<file path="src/design/cuetu_map.svh">
`ifndef CUETU_MAP_SVH
`define CUETU_MAP_SVH
// register offsets on the 4-bit register port
`define CUETU_OFF_CLK_CFG 4'h1
`define CUETU_OFF_DIVIDER 4'h2
`define CUETU_OFF_CFG_TWO 4'h3
`define CUETU_OFF_CFG_ONE 4'h6
`define CUETU_OFF_TX_DATA 4'h7
`define CUETU_OFF_RX_DATA 4'h8
`define CUETU_OFF_MAIN_STATUS 4'h9
`define CUETU_OFF_IRQ_STATUS 4'hA
`define CUETU_OFF_IRQ_MASK 4'hB
// field positions in the second configuration register
`define CUETU_C2_PSC 0
`define CUETU_C2_HALF 1
`define CUETU_C2_CONVSEL 2
`define CUETU_C2_SYNC 3
`define CUETU_C2_RXWAKE 4
`define CUETU_C2_BUFDIS 6
`define CUETU_C2_EXTWAKE 7
`define CUETU_C2_USED 8'hDF
// first configuration register and clock configuration fields
`define CUETU_C1_CONVENTION_BIT 0
`define CUETU_C1_SESSION 1
`define CUETU_CC_LEVEL 3
// interrupt status bit positions
`define CUETU_IRQ_BUF 0
`define CUETU_IRQ_WAKE 1
`define CUETU_IRQ_CONVENTION_BIT 2
`define CUETU_IRQ_SESS 3
// reset values
`define CUETU_RST_BYTE 8'h00
`define CUETU_RST_IRQ 4'h0
// prescaler last counts: 32 and 31 unit ticks per step
`define CUETU_PSC_LAST_32 5'h1F
`define CUETU_PSC_LAST_31 5'h1E
// session end after 10.5 units, expressed as 21 half units
`define CUETU_SESS_HALVES 20'h00015
`define CUETU_DIV_LAST 8'h01
`endif

</file>
<file path="src/design/cuetu_pkg.sv">
package cuetu_pkg;
  // processor side register request
  typedef struct packed {
    logic [3:0] addr;
    logic [7:0] wdata;
    logic wr;
    logic rd;
  } cuetu_bus_req_t;
  // session-start watcher states
  typedef enum logic [2:0] {
    CUETU_SS_IDLE = 3'b001,
    CUETU_SS_WAIT = 3'b010,
    CUETU_SS_COUNT = 3'b100
  } cuetu_sess_t;
endpackage

</file>
<file path="src/design/cuetu_top.sv">
`timescale 1ns/100ps
`default_nettype none
`include "cuetu_map.svh"

// Notes on behaviour
// - eight-bit divider loads value, counts down to one on unit steps, reloads itself.
// - prescaler select one gives 32 unit ticks per step, zero gives 31.
// - without half option, one time unit is prescaler times divider card clocks.
// - half option counts twice per card clock, halving the time unit.
// - half option ignored when card clock equals the crystal clock.
// - external interrupt falling edge wakes device in power-down when enabled.
// - host receive falling edge wakes device in power-down when enabled.
// - wake enables do nothing outside power-down mode.
// - buffer interrupt disable blocks the interrupt; buffer flag still updates.
// - synchronous card mode bypasses UART; data bit zero drives card I/O.
// - synchronous card mode drives card clock from the clock level bit.
// - convention select one takes convention from the software-written bit.
// - convention select zero detects convention from first character in session.
// - convention bit one means direct, zero inverse; hardware writes after detection.
// - session-start bit clears 10.5 time units after initial character.
module cuetu_top (
  // clock and reset
  input wire logic mclk_i,
  input wire logic rst_b_i,
  // register port
  input wire cuetu_pkg::cuetu_bus_req_t bus_i,
  output logic [7:0] rdata_o,
  // card clock timing from the clock generator
  input wire logic card_tick_i,
  input wire logic card_half_tick_i,
  input wire logic card_clk_gen_i,
  input wire logic clk_is_xtal_i,
  // card contacts
  input wire logic card_io_i,
  output logic card_io_out_o,
  output logic card_io_oe_o,
  output logic card_clk_o,
  // UART core side
  input wire logic uart_io_out_i,
  input wire logic uart_io_oe_i,
  input wire logic buffer_flag_i,
  input wire logic init_char_i,
  input wire logic convention_bit_direct_i,
  output logic etu_tick_o,
  output logic convention_bit_o,
  output logic session_o,
  output logic buffer_irq_o,
  // power-down wake
  input wire logic power_down_i,
  input wire logic ext_irq_input_n_i,
  input wire logic host_rx_i,
  output logic wake_o,
  // interrupt
  output logic irq_o
);
  import cuetu_pkg::*;

  logic [7:0] divider_value;
  logic [7:0] cfg_two;
  logic [7:0] cfg_one;
  logic [7:0] clk_cfg;
  logic tx_bit;
  logic [3:0] irq_status;
  logic [3:0] irq_mask;
  logic [4:0] psc_cnt;
  logic [7:0] div_cnt;
  logic [2:0] sync_a;
  logic [2:0] sync_b;
  logic ext_prev;
  logic rx_prev;
  logic buf_prev;
  logic [19:0] sess_cnt;
  cuetu_sess_t sess_state;
  cuetu_sess_t next_sess_state;
  logic half_on;
  logic unit_tick;
  logic [4:0] psc_last;
  logic psc_wrap;
  logic etu_done;
  logic [14:0] etu_len;
  logic [19:0] sess_target;
  logic sess_end;
  logic convention_bit_det;
  logic ext_fall;
  logic rx_fall;
  logic wake_cond;
  logic [3:0] irq_event;
  logic sync_mode;
  logic io_sync;

  // write strobe decode, used by every register process
  function automatic logic wr_hit(input cuetu_bus_req_t req, input logic [3:0] off);
    wr_hit = req.wr && (req.addr == off);
  endfunction
  assign sync_mode = cfg_two[`CUETU_C2_SYNC];
  assign io_sync = sync_b[0];
  // pin synchronisers: card I/O, external interrupt, host receive
  genvar gi;
  generate
    for (gi = 0; gi < 3; gi = gi + 1) begin : g_sync
      always_ff @(posedge mclk_i or negedge rst_b_i) begin
        if (!rst_b_i) begin
          sync_a[gi] <= 1'b1;
          sync_b[gi] <= 1'b1;
        end else begin
          sync_a[gi] <= (gi == 0) ? card_io_i : ((gi == 1) ? ext_irq_input_n_i : host_rx_i);
          sync_b[gi] <= sync_a[gi];
        end
      end
    end
  endgenerate
  // software registers; reserved bit 5 of the second config stays zero
  always_ff @(posedge mclk_i or negedge rst_b_i) begin
    if (!rst_b_i) begin
      divider_value <= `CUETU_RST_BYTE;
      cfg_two <= `CUETU_RST_BYTE;
      clk_cfg <= `CUETU_RST_BYTE;
      tx_bit <= 1'b1;
      irq_mask <= `CUETU_RST_IRQ;
    end else begin
      if (wr_hit(bus_i, `CUETU_OFF_DIVIDER)) begin
        divider_value <= bus_i.wdata;
      end
      if (wr_hit(bus_i, `CUETU_OFF_CFG_TWO)) begin
        cfg_two <= bus_i.wdata & `CUETU_C2_USED;
      end
      if (wr_hit(bus_i, `CUETU_OFF_CLK_CFG)) begin
        clk_cfg <= bus_i.wdata;
      end
      if (wr_hit(bus_i, `CUETU_OFF_TX_DATA)) begin
        tx_bit <= bus_i.wdata[0];
      end
      if (wr_hit(bus_i, `CUETU_OFF_IRQ_MASK)) begin
        irq_mask <= bus_i.wdata[3:0];
      end
    end
  end

  // unit tick: twice per card clock when the half option applies
  assign half_on = cfg_two[`CUETU_C2_HALF] && !clk_is_xtal_i;
  assign unit_tick = half_on ? card_half_tick_i : card_tick_i;
  assign psc_last = cfg_two[`CUETU_C2_PSC] ? `CUETU_PSC_LAST_32 : `CUETU_PSC_LAST_31;
  assign psc_wrap = unit_tick && (psc_cnt == psc_last);
  // divider value zero wraps through 255, giving 256 steps
  assign etu_done = psc_wrap && (div_cnt == `CUETU_DIV_LAST);

  // prescaler; a divider write restarts the chain so the new rate starts clean
  always_ff @(posedge mclk_i or negedge rst_b_i) begin
    if (!rst_b_i) begin
      psc_cnt <= 5'h00;
    end else if (wr_hit(bus_i, `CUETU_OFF_DIVIDER) || psc_wrap) begin
      psc_cnt <= 5'h00;
    end else if (unit_tick) begin
      psc_cnt <= psc_cnt + 5'h01;
    end
  end

  // auto-reload down-counter
  always_ff @(posedge mclk_i or negedge rst_b_i) begin
    if (!rst_b_i) begin
      div_cnt <= `CUETU_RST_BYTE;
    end else if (wr_hit(bus_i, `CUETU_OFF_DIVIDER)) begin
      div_cnt <= bus_i.wdata;
    end else if (etu_done) begin
      div_cnt <= divider_value;
    end else if (psc_wrap) begin
      div_cnt <= div_cnt - 8'h01;
    end
  end

  // time unit tick for the UART bit timing
  always_ff @(posedge mclk_i or negedge rst_b_i) begin
    if (!rst_b_i) begin
      etu_tick_o <= 1'b0;
    end else begin
      etu_tick_o <= etu_done && !sync_mode;
    end
  end

  // session-start watcher: counts 21 half units in unit ticks
  assign etu_len = (15'(psc_last) + 15'h0001) * 15'({divider_value == 8'h00, divider_value});
  assign sess_target = 20'(((20'(etu_len) * `CUETU_SESS_HALVES) >> 1) - 20'h00001);
  assign sess_end = (sess_state == CUETU_SS_COUNT) && unit_tick && (sess_cnt >= sess_target);

  always_comb begin
    next_sess_state = sess_state;
    case (sess_state)
      CUETU_SS_IDLE: begin
        if (cfg_one[`CUETU_C1_SESSION]) begin
          next_sess_state = CUETU_SS_WAIT;
        end
      end
      CUETU_SS_WAIT: begin
        if (!cfg_one[`CUETU_C1_SESSION]) begin
          next_sess_state = CUETU_SS_IDLE;
        end else if (init_char_i) begin
          next_sess_state = CUETU_SS_COUNT;
        end
      end
      CUETU_SS_COUNT: begin
        if (sess_end || !cfg_one[`CUETU_C1_SESSION]) begin
          next_sess_state = CUETU_SS_IDLE;
        end
      end
      default: begin
        next_sess_state = CUETU_SS_IDLE;
      end
    endcase
  end

  always_ff @(posedge mclk_i or negedge rst_b_i) begin
    if (!rst_b_i) begin
      sess_state <= CUETU_SS_IDLE;
      sess_cnt <= 20'h00000;
    end else begin
      sess_state <= next_sess_state;
      if (sess_state != CUETU_SS_COUNT) begin
        sess_cnt <= 20'h00000;
      end else if (unit_tick) begin
        sess_cnt <= sess_cnt + 20'h00001;
      end
    end
  end

  // first config: software bits, convention and session written by hardware too
  assign convention_bit_det = init_char_i && (sess_state == CUETU_SS_WAIT) && !cfg_two[`CUETU_C2_CONVSEL];
  always_ff @(posedge mclk_i or negedge rst_b_i) begin
    if (!rst_b_i) begin
      cfg_one <= `CUETU_RST_BYTE;
    end else begin
      if (wr_hit(bus_i, `CUETU_OFF_CFG_ONE)) begin
        cfg_one <= {bus_i.wdata[7:1],
                    cfg_two[`CUETU_C2_CONVSEL] ? bus_i.wdata[0] : cfg_one[0]};
      end
      if (convention_bit_det) begin
        cfg_one[`CUETU_C1_CONVENTION_BIT] <= convention_bit_direct_i;
      end
      if (sess_end) begin
        cfg_one[`CUETU_C1_SESSION] <= 1'b0;
      end
    end
  end

  always_ff @(posedge mclk_i or negedge rst_b_i) begin
    if (!rst_b_i) begin
      convention_bit_o <= 1'b0;
      session_o <= 1'b0;
    end else begin
      convention_bit_o <= cfg_one[`CUETU_C1_CONVENTION_BIT];
      session_o <= cfg_one[`CUETU_C1_SESSION];
    end
  end

  // card line: synchronous mode bypasses the UART and drives only a low; UART mode passes its drive through
  always_ff @(posedge mclk_i or negedge rst_b_i) begin
    if (!rst_b_i) begin
      card_io_out_o <= 1'b0;
      card_io_oe_o <= 1'b0;
      card_clk_o <= 1'b0;
    end else begin
      card_io_out_o <= sync_mode ? 1'b0 : uart_io_out_i;
      card_io_oe_o <= sync_mode ? !tx_bit : uart_io_oe_i;
      card_clk_o <= sync_mode ? clk_cfg[`CUETU_CC_LEVEL] : card_clk_gen_i;
    end
  end

  // wake edges; prev flops follow the second synchroniser stage only
  assign ext_fall = ext_prev && !sync_b[1] && cfg_two[`CUETU_C2_EXTWAKE];
  assign rx_fall = rx_prev && !sync_b[2] && cfg_two[`CUETU_C2_RXWAKE];
  assign wake_cond = power_down_i && (ext_fall || rx_fall);
  always_ff @(posedge mclk_i or negedge rst_b_i) begin
    if (!rst_b_i) begin
      ext_prev <= 1'b1;
      rx_prev <= 1'b1;
      buf_prev <= 1'b0;
      wake_o <= 1'b0;
      buffer_irq_o <= 1'b0;
    end else begin
      ext_prev <= sync_b[1];
      rx_prev <= sync_b[2];
      buf_prev <= buffer_flag_i;
      wake_o <= wake_cond;
      buffer_irq_o <= buffer_flag_i && !cfg_two[`CUETU_C2_BUFDIS];
    end
  end

  // sticky status: a new event beats a write-one clear in the same cycle
  assign irq_event[`CUETU_IRQ_BUF] = buffer_flag_i && !buf_prev && !cfg_two[`CUETU_C2_BUFDIS];
  assign irq_event[`CUETU_IRQ_WAKE] = wake_cond;
  assign irq_event[`CUETU_IRQ_CONVENTION_BIT] = convention_bit_det;
  assign irq_event[`CUETU_IRQ_SESS] = sess_end;
  always_ff @(posedge mclk_i or negedge rst_b_i) begin
    if (!rst_b_i) begin
      irq_status <= `CUETU_RST_IRQ;
      irq_o <= 1'b0;
    end else begin
      if (wr_hit(bus_i, `CUETU_OFF_IRQ_STATUS)) begin
        irq_status <= (irq_status & ~bus_i.wdata[3:0]) | irq_event;
      end else begin
        irq_status <= irq_status | irq_event;
      end
      irq_o <= |(irq_status & irq_mask);
    end
  end

  // read data in the cycle after the strobe; unmapped offsets read zero
  always_ff @(posedge mclk_i or negedge rst_b_i) begin
    if (!rst_b_i) begin
      rdata_o <= `CUETU_RST_BYTE;
    end else if (bus_i.rd) begin
      case (bus_i.addr)
        `CUETU_OFF_CLK_CFG: rdata_o <= clk_cfg;
        `CUETU_OFF_DIVIDER: rdata_o <= divider_value;
        `CUETU_OFF_CFG_TWO: rdata_o <= cfg_two;
        `CUETU_OFF_CFG_ONE: rdata_o <= cfg_one;
        `CUETU_OFF_TX_DATA: rdata_o <= {7'h00, tx_bit};
        `CUETU_OFF_RX_DATA: rdata_o <= {7'h00, io_sync};
        `CUETU_OFF_MAIN_STATUS: rdata_o <= {7'h00, buffer_flag_i};
        `CUETU_OFF_IRQ_STATUS: rdata_o <= {4'h0, irq_status};
        `CUETU_OFF_IRQ_MASK: rdata_o <= {4'h0, irq_mask};
        default: rdata_o <= `CUETU_RST_BYTE;
      endcase
    end else begin
      rdata_o <= `CUETU_RST_BYTE;
    end
  end

  // checks
  etu_tick_cause_a: assert property (@(posedge mclk_i) disable iff (!rst_b_i)
    etu_tick_o |-> $past(psc_wrap && div_cnt == 8'h01 && !sync_mode))
    else $error("time unit tick without completed period");
  div_reload_a: assert property (@(posedge mclk_i) disable iff (!rst_b_i)
    (etu_done && !bus_i.wr) |=> (div_cnt == $past(divider_value)))
    else $error("divider did not reload");
  div_step_a: assert property (@(posedge mclk_i) disable iff (!rst_b_i)
    (psc_wrap && !etu_done && !bus_i.wr) |=> (div_cnt == $past(div_cnt) - 8'h01))
    else $error("divider did not count down");
  psc_range_a: assert property (@(posedge mclk_i) disable iff (!rst_b_i)
    (unit_tick && !bus_i.wr && psc_cnt == (cfg_two[0] ? 5'h1F : 5'h1E)) |=> (psc_cnt == 5'h00))
    else $error("prescaler wrapped at wrong count");
  half_unit_a: assert property (@(posedge mclk_i) disable iff (!rst_b_i)
    clk_is_xtal_i |-> (unit_tick == card_tick_i))
    else $error("half option active on crystal clock");
  wake_gate_a: assert property (@(posedge mclk_i) disable iff (!rst_b_i)
    wake_o |-> $past(power_down_i))
    else $error("wake outside power-down");
  ext_wake_a: assert property (@(posedge mclk_i) disable iff (!rst_b_i)
    (power_down_i && cfg_two[7] && ext_prev && !sync_b[1]) |=> wake_o)
    else $error("external falling edge did not wake");
  buf_irq_block_a: assert property (@(posedge mclk_i) disable iff (!rst_b_i)
    buffer_irq_o |-> !$past(cfg_two[6]))
    else $error("buffer interrupt while disabled");
  sync_io_a: assert property (@(posedge mclk_i) disable iff (!rst_b_i)
    $past(sync_mode) |-> (card_io_oe_o == !$past(tx_bit) && !card_io_out_o))
    else $error("card line not bypassed in sync mode");
  sync_clk_a: assert property (@(posedge mclk_i) disable iff (!rst_b_i)
    $past(sync_mode) |-> (card_clk_o == $past(clk_cfg[3])))
    else $error("card clock not from level bit");
  auto_convention_bit_a: assert property (@(posedge mclk_i) disable iff (!rst_b_i)
    convention_bit_det |=> (cfg_one[0] == $past(convention_bit_direct_i)))
    else $error("convention not detected");
  sess_clear_a: assert property (@(posedge mclk_i) disable iff (!rst_b_i)
    (sess_end && !bus_i.wr) |=> !cfg_one[1] ##1 !session_o)
    else $error("session start not cleared");
endmodule
`default_nettype wire

</file>
<file path="config.mk">
export PLATFORM = sky130hd
export DESIGN_NAME = cuetu_top
export DESIGN_NICKNAME = d
export VERILOG_FILES = /design/src/design/cuetu_pkg.sv /design/src/design/cuetu_top.sv
export VERILOG_INCLUDE_DIRS = /design/src /design/src/design
export SDC_FILE = /design/constraint.sdc
export NUM_CORES = 1
export LEC_CHECK = 0
export BUFFER_PORTS_ARGS = -buffer_cell sky130_fd_sc_hd__buf_2
export CAP_MARGIN = 20
export CORE_MARGIN = 2
export CORE_UTILIZATION = 30
export DETAILED_ROUTE_END_ITERATION = 7
export PLACE_DENSITY = 0.54
export SYNTH_ARGS = -nofsm -noshare
export SYNTH_HDL_FRONTEND = slang
export SYNTH_SLANG_ARGS = --single-unit
</file>
<file path="constraint.sdc">
create_clock -name mclk_i -period 8 [get_ports mclk_i]
set_input_delay 2.4 -clock mclk_i [delete_from_list [all_inputs] [get_ports mclk_i]]
set_output_delay 2.4 -clock mclk_i [all_outputs]
set_load 0.02 [all_outputs]
</file>
# After elaboration in Yosys (flattened, before gate mapping)
# Index checks and enable logic that the tools add are counted.
[word_totals]
register_bits = 102
latch_bits = 0
mem_bits_rw = 0
romBits = 0
in_bits = 29
output_inout_bits = 17
word_cells = 132
mem_count = 0
[op_classes]
n_addsub = 5
multipliers = 2
div_mod_pow = 0
magnitude_cmp = 1
eq_ne = 18
shifts = 0
mux = 24
bitwise = 5
n_reduce_logical = 45
[op_table]
columns = ["op", "count"]
rows = [
  ["8-bit case mux with 9 select lines", 1],
  ["20-bit 2-to-1 mux", 2],
  ["8-bit 2-to-1 mux", 4],
  ["1-bit logical AND", 23],
  ["20-bit by 1-bit adder with 20-bit output (second input constant)", 1],
  ["20-bit >= comparator", 1],
  ["15-bit by 5-bit multiplier with 20-bit output (second input constant)", 1],
  ["19-bit by 1-bit subtractor with 20-bit output (second input constant)", 1],
  ["4-bit equality test (second input constant)", 4],
  ["6-bit by 9-bit multiplier with 15-bit output", 1],
  ["3-bit 2-to-1 mux", 4],
  ["5-bit 2-to-1 mux", 2],
  ["2-bit nonzero test", 5],
  ["1-bit zero test", 9],
  ["3-bit case mux with 3 select lines", 1],
  ["4-bit AND", 2],
  ["4-bit by 2-bit equality test with 1-bit output (second input constant)", 2],
  ["4-bit by 3-bit equality test with 1-bit output (second input constant)", 2],
  ["8-bit by 1-bit equality test with 1-bit output (second input constant)", 1],
  ["8-bit zero test", 1],
  ["1-bit 2-to-1 mux", 8],
  ["4-bit OR", 2],
  ["8-bit by 1-bit subtractor with 8-bit output (second input constant)", 1],
  ["5-bit by 1-bit adder with 6-bit output (second input constant)", 1],
  ["17 further kinds", 20],
]

# Longest topological paths before layout
[logic_depth]
depth_word = 10
mapped_depth = 40
mapped_depth_nobuf = 38

# Worst setup path after synthesis
# OpenSTA, ideal clock, no wires.
[synth_path]
kind = "register to register"
start = "register divider_value[2]"
end = "register irq_status[3]"
setup_ps = 118
arrival_ps = 8045
required_ps = 7882
path_slack_ps = -163
path_stages_with_launch = 37
path_buffers = 1
period_less_slack_ps = 8163
cell_sequence = "dfrtp_1 clkbuf_1 nor4_1 and3_1 inv_1 fa_1 inv_1 fa_1 inv_1 fa_1 inv_1 ha_1 a21o_1 a31o_2 xnor2_1 inv_1 ha_1 ha_1 inv_1 fa_1 inv_1 ha_1 or2_2 a2111oi_4 o31ai_1 a21oi_2 xnor2_1 nand2b_4 nor3_2 or3b_1 ha_1 nand4_1 nor2_1 o21ai_0 o21ai_0 or2_2 a21o_1"
[synth_between]
elab_chain_cells = 8
word_cells_on_any_way = 9
classes_between = "add/sub (1); mul (2); order compare (1); mux (1); bitwise (2); reduce/logical (2)"
[synth_lines]
columns = ["element", "line_no", "text"]
rows = [
  ["from (decl)", "cuetu_top.sv:58", "logic [7:0] divider_value;"],
  ["from (signal assigned)", "cuetu_top.sv:115", "divider_value <= `CUETU_RST_BYTE;"],
  ["from (signal assigned)", "cuetu_top.sv:122", "divider_value <= bus_i.wdata;"],
  ["8-bit zero test", "cuetu_top.sv:181", "assign etu_len = (15'(psc_last) + 15'h0001) * 15'({divider_value == 8'h00, divider_value});"],
  ["6-bit by 9-bit multiplier with 15-bit output (*)", "cuetu_top.sv:181", ""],
  ["15-bit by 5-bit multiplier with 20-bit output (no source line) (*)", "--", ""],
  ["19-bit by 1-bit subtractor with 20-bit output (*)", "cuetu_top.sv:182", "assign sess_target = 20'(((20'(etu_len) * `CUETU_SESS_HALVES) >> 1) - 20'h00001);"],
  ["20-bit >= comparator (*)", "cuetu_top.sv:183", "assign sess_end = (sess_state == CUETU_SS_COUNT) && unit_tick && (sess_cnt >= sess_target);"],
  ["1-bit logical AND (*)", "cuetu_top.sv:183", ""],
  ["4-bit OR (on tied branches)", "cuetu_top.sv:300, cuetu_top.sv:298", ""],
  ["4-bit 2-to-1 mux (*)", "cuetu_top.sv:297", "if (wr_hit(bus_i, `CUETU_OFF_IRQ_STATUS)) begin"],
  ["to (signal assigned)", "cuetu_top.sv:294", "irq_status <= `CUETU_RST_IRQ;"],
  ["to (signal assigned)", "cuetu_top.sv:298", "irq_status <= (irq_status & ~bus_i.wdata[3:0]) | irq_event;"],
  ["to (signal assigned)", "cuetu_top.sv:300", "irq_status <= irq_status | irq_event;"],
  ["to (decl)", "cuetu_top.sv:63", "logic [3:0] irq_status;"],
]
# Every way passes the cells marked *; elsewhere a longest branch is shown, timed or not.
# A chain may end at the register's enable or synchronous reset.

# Worst setup path after layout
[layout_path]
start = "register divider_value[5]"
end = "register sess_state[2]"
[layout_between]
elab_chain_cells = 9
[layout_lines]
columns = ["element", "line_no", "text"]
rows = [
  ["8-bit zero test", "cuetu_top.sv:181", ""],
  ["6-bit by 9-bit multiplier with 15-bit output (*)", "cuetu_top.sv:181", ""],
  ["15-bit by 5-bit multiplier with 20-bit output (no source line) (*)", "--", ""],
  ["19-bit by 1-bit subtractor with 20-bit output (*)", "cuetu_top.sv:182", ""],
  ["20-bit >= comparator (*)", "cuetu_top.sv:183", ""],
  ["1-bit logical AND (*)", "cuetu_top.sv:183", ""],
  ["1-bit logical OR (*)", "cuetu_top.sv:201", "if (sess_end || !cfg_one[`CUETU_C1_SESSION]) begin"],
  ["2-bit by 1-bit inequality test with 1-bit output (no source line) (*)", "--", ""],
  ["3-bit AND reduction (no source line) (*)", "--", ""],
  ["to (signal assigned)", "cuetu_top.sv:216", "sess_state <= next_sess_state;"],
  ["to (decl)", "cuetu_top.sv:73", "cuetu_sess_t sess_state;"],
]
# Marked as above.

==> metrics.txt <==
status=completed; starting density of the core=30.59%; initial antenna violation count=0; Top Ports=46; DIE WIDTH=169.8 um; Detailed Route Iter0 Violations=206; Final Critical Period=about 7.7 ns; final WL=18.57 mm; fin. max-slew vios=0; sum of buffers and inverters on the critical path=8; Crit path arrival time=7.97 ns; Clk Latency, worst-skew pair=0.37 ns; Mapped Nets=1033; final hold violations=0; nets@finish=between 1000 and 1500; most common cell after layout, fill and taps aside=inv_1; Initial DRT Pass Iterations=7; CP max stage cell=fa_1; dominant synthesized flop cell=dfrtp_1; Crit path required time=8.24 ns; clock root cell=clkbuf_16; final setup vio count=0; setup slack at placement=-0.2502 ns; post-layout util=38.80%; TritonCTS Buffers=9; CP startpoint kind=register; global-route wire length before repair=30.70 mm; setup slack, reg-to-reg=0.27 ns; critical path type=reg2reg; Rows=60; Vias/cell=4.716; Cell Area, Synth=8244 um2; Distinct cells, synth=70; sequential area share after synthesis=roughly 31%; total global routing overflow=0; area grow syn2layout=26.83%; synth warn=0; Least-Margin Pin Slew=1.052 ns; Max Fclk=0.1294 GHz; DP Area=approximately 9400 um2; Reg2Reg Depth=37; Bufs on Longest Clock Path=2; Hold Path End=io_sync$_DFF_PN1_; CTS tree=done; DP HPWL=14.04 mm; capturing point of the worst reg2reg path=sess_state[2]$_DFFE_PN0P_; via count of the first global-routing pass=~6200; Port Buf Inserts=45; largest net degree at the start of global routing=55; RSZ-0062 raised after global routing=true; share of cells above drive strength 1=a little under a third; # DRC=0; Final GP Congestion=0.7561; Fin Hold WS=0.3592 ns; Ant. Diodes=0; Crit. End Element=register; CTS Sinks=102; clock-pin slew on the worst setup and hold paths=0.08 ns; GRT Util Overall=about an eighth; Max FO, Critical Path=3; flip-flop and latch count after synthesis=102; Hold WC Path Type=reg2reg; Slew HR=28.90%; max incr delay on CP=between 0.5 and 0.6 ns; DR WL/cell=about 14 um; worst r2r src=divider_value[5]$_DFFE_PN0P_; die area=a little under 30000 um2; ANT nets after route=0; cell family contributing the most delay on the critical path=adder cells; fraction of registers with async set/reset=between 90% and 100%; chip height=169.8 um; Max Cap Viol=0; Mapped Avg Cell Area=9.379 um2; Cells after Synth=879; crit share post-route=96.62%; Worst Clk Skew=0.01612 ns; hold depth=0; Hold Startpoint=sync_a[0]$_DFF_PN1_; design area=10460 um2; final worst slack=roughly 0.27 ns; CTS H-tree depth=3; Core Area=26950 um2; Post-synth EDFFs=0; most frequent cells in the layout=inv_1, dfrtp_1, buf_4; vias post-DR=between 6000 and 7000
-- cells by family (layout without fill, tap and decap cells) --
family          after synthesis  in the layout  share of synthesized area, %
xor+xnor                     71             71                         7.543
simple gates                268            268                         16.12
fa+ha+maj                   127            127                         21.85
compound gates              139            139                         11.50
flops                       102            102                         31.11
buf+inv                     129            261                         5.889
mux                          42             42                         5.934
other cells                   1              1                       0.04549
-- synth_stat cells, types with 3 or more instances --
cell / number / share of area (%)
o21ai_0: 23 / 1.4
or3_1: 10 / 0.76
nor3_1: 16 / 0.97
nor3b_1: 3 / 0.27
a211oi_1: 4 / 0.36
a22oi_1: 4 / 0.36
nand2b_1: 5 / 0.38
mux2_2: 35 / 4.8
nor3_2: 4 / 0.49
nor2_1: 73 / 3.3
o221ai_1: 4 / 0.42
nand2_1: 75 / 3.4
and3_1: 4 / 0.30
nand4_1: 12 / 0.91
o31ai_1: 3 / 0.27
a222oi_1: 5 / 0.61
xor2_1: 25 / 2.7
a22o_1: 4 / 0.42
dfrtp_1: 92 / 28
or2_2: 7 / 0.53
xnor2_1: 46 / 4.9
dfstp_2: 10 / 3.2
clkbuf_1: 21 / 0.96
o22a_1: 3 / 0.32
o31a_1: 3 / 0.32
nor2b_1: 12 / 0.91
a21oi_1: 38 / 2.3
a31oi_1: 5 / 0.38
and2_1: 7 / 0.53
fa_1: 29 / 7.0
nand3_1: 21 / 1.3
o21ai_1: 5 / 0.30
nor4_1: 6 / 0.46
ha_1: 96 / 15
inv_1: 103 / 4.7
mux2i_1: 5 / 0.61
a21o_1: 17 / 1.5
-- worst register-to-register path: cells and delay by family, from the launching register on --
| family | cells | cell delay (ns) |
|---|---|---|
| AOI/OAI and AO/OA | 7 | 1.36 |
| buffers and inverters | 8 | 0.51 |
| DFF | 1 | 0.40 |
| and+or+nand+nor | 11 | 2.00 |
| adders and majority gates | 9 | 3.09 |
| xor gates and xnor gates | 2 | 0.28 |
-- area by class of cell --
class                   instances  area [um2]
well taps                     341       426.7
clock buffers                   9       225.2
flip-flops and latches        102        2566
inverters                     105       395.4
fillers                      2667       16490
repair buffers                140       954.7
clock inverters                 7       93.84
multi-input cells             648        5794
-- stage by stage --
step / setup TNS [ns] / std cells
6_report: 0 / 1352
5_1_grt: -0.1965 / 1352
4_1_cts: 0 / 1343
3_5_place_dp: -0.6742 / 1317
3_3_place_gp: -0.4974 / 1316
2_1_floorplan: 0 / 879
-- registers in the layout, summed over array words and instances, names as in the netlist, 5 cells and up --
name,cells
sess_cnt,20
cfg_one,8
clk_cfg,8
div_cnt,8
divider_value,8
rdata_o,8
cfg_two,7
psc_cnt,5
-- worst max-delay path by stage --
stage               depth (start not counted)                        end                    startpoint  slack (ns)
finish                                     37  sess_state[2]$_DFFE_PN0P_  divider_value[5]$_DFFE_PN0P_        0.27
global route                               36  sess_state[2]$_DFFE_PN0P_  divider_value[5]$_DFFE_PN0P_       -0.08
CTS                                        35  sess_state[2]$_DFFE_PN0P_  divider_value[7]$_DFFE_PN0P_        0.02
detailed placement                         36    irq_status[3]$_DFF_PN0_  divider_value[1]$_DFFE_PN0P_       -0.25
global placement                           34    irq_status[3]$_DFF_PN0_  divider_value[6]$_DFFE_PN0P_       -0.19
floorplan                                  37    irq_status[3]$_DFF_PN0_  divider_value[1]$_DFFE_PN0P_        0.01
-- routing by layer --
layer	track usage, %	routed length (um)
met5	0	0
met4	2.936	117
met3	2.029	506
met2	21.28	8799
met1	18.36	9148
-- what timing repair did --
action / in CTS / in global routing
pin swaps: 21 / 52
setup endpoints to repair: 4 / 4
cloned: 0 / 0
hold buffers: 0 / 0
setup buffers: 10 / 10
resized for setup: 30 / 75
Power is left out: the tool's default activity adds up to more than one toggle a clock period on the data nets, which glitch-free logic cannot reach.
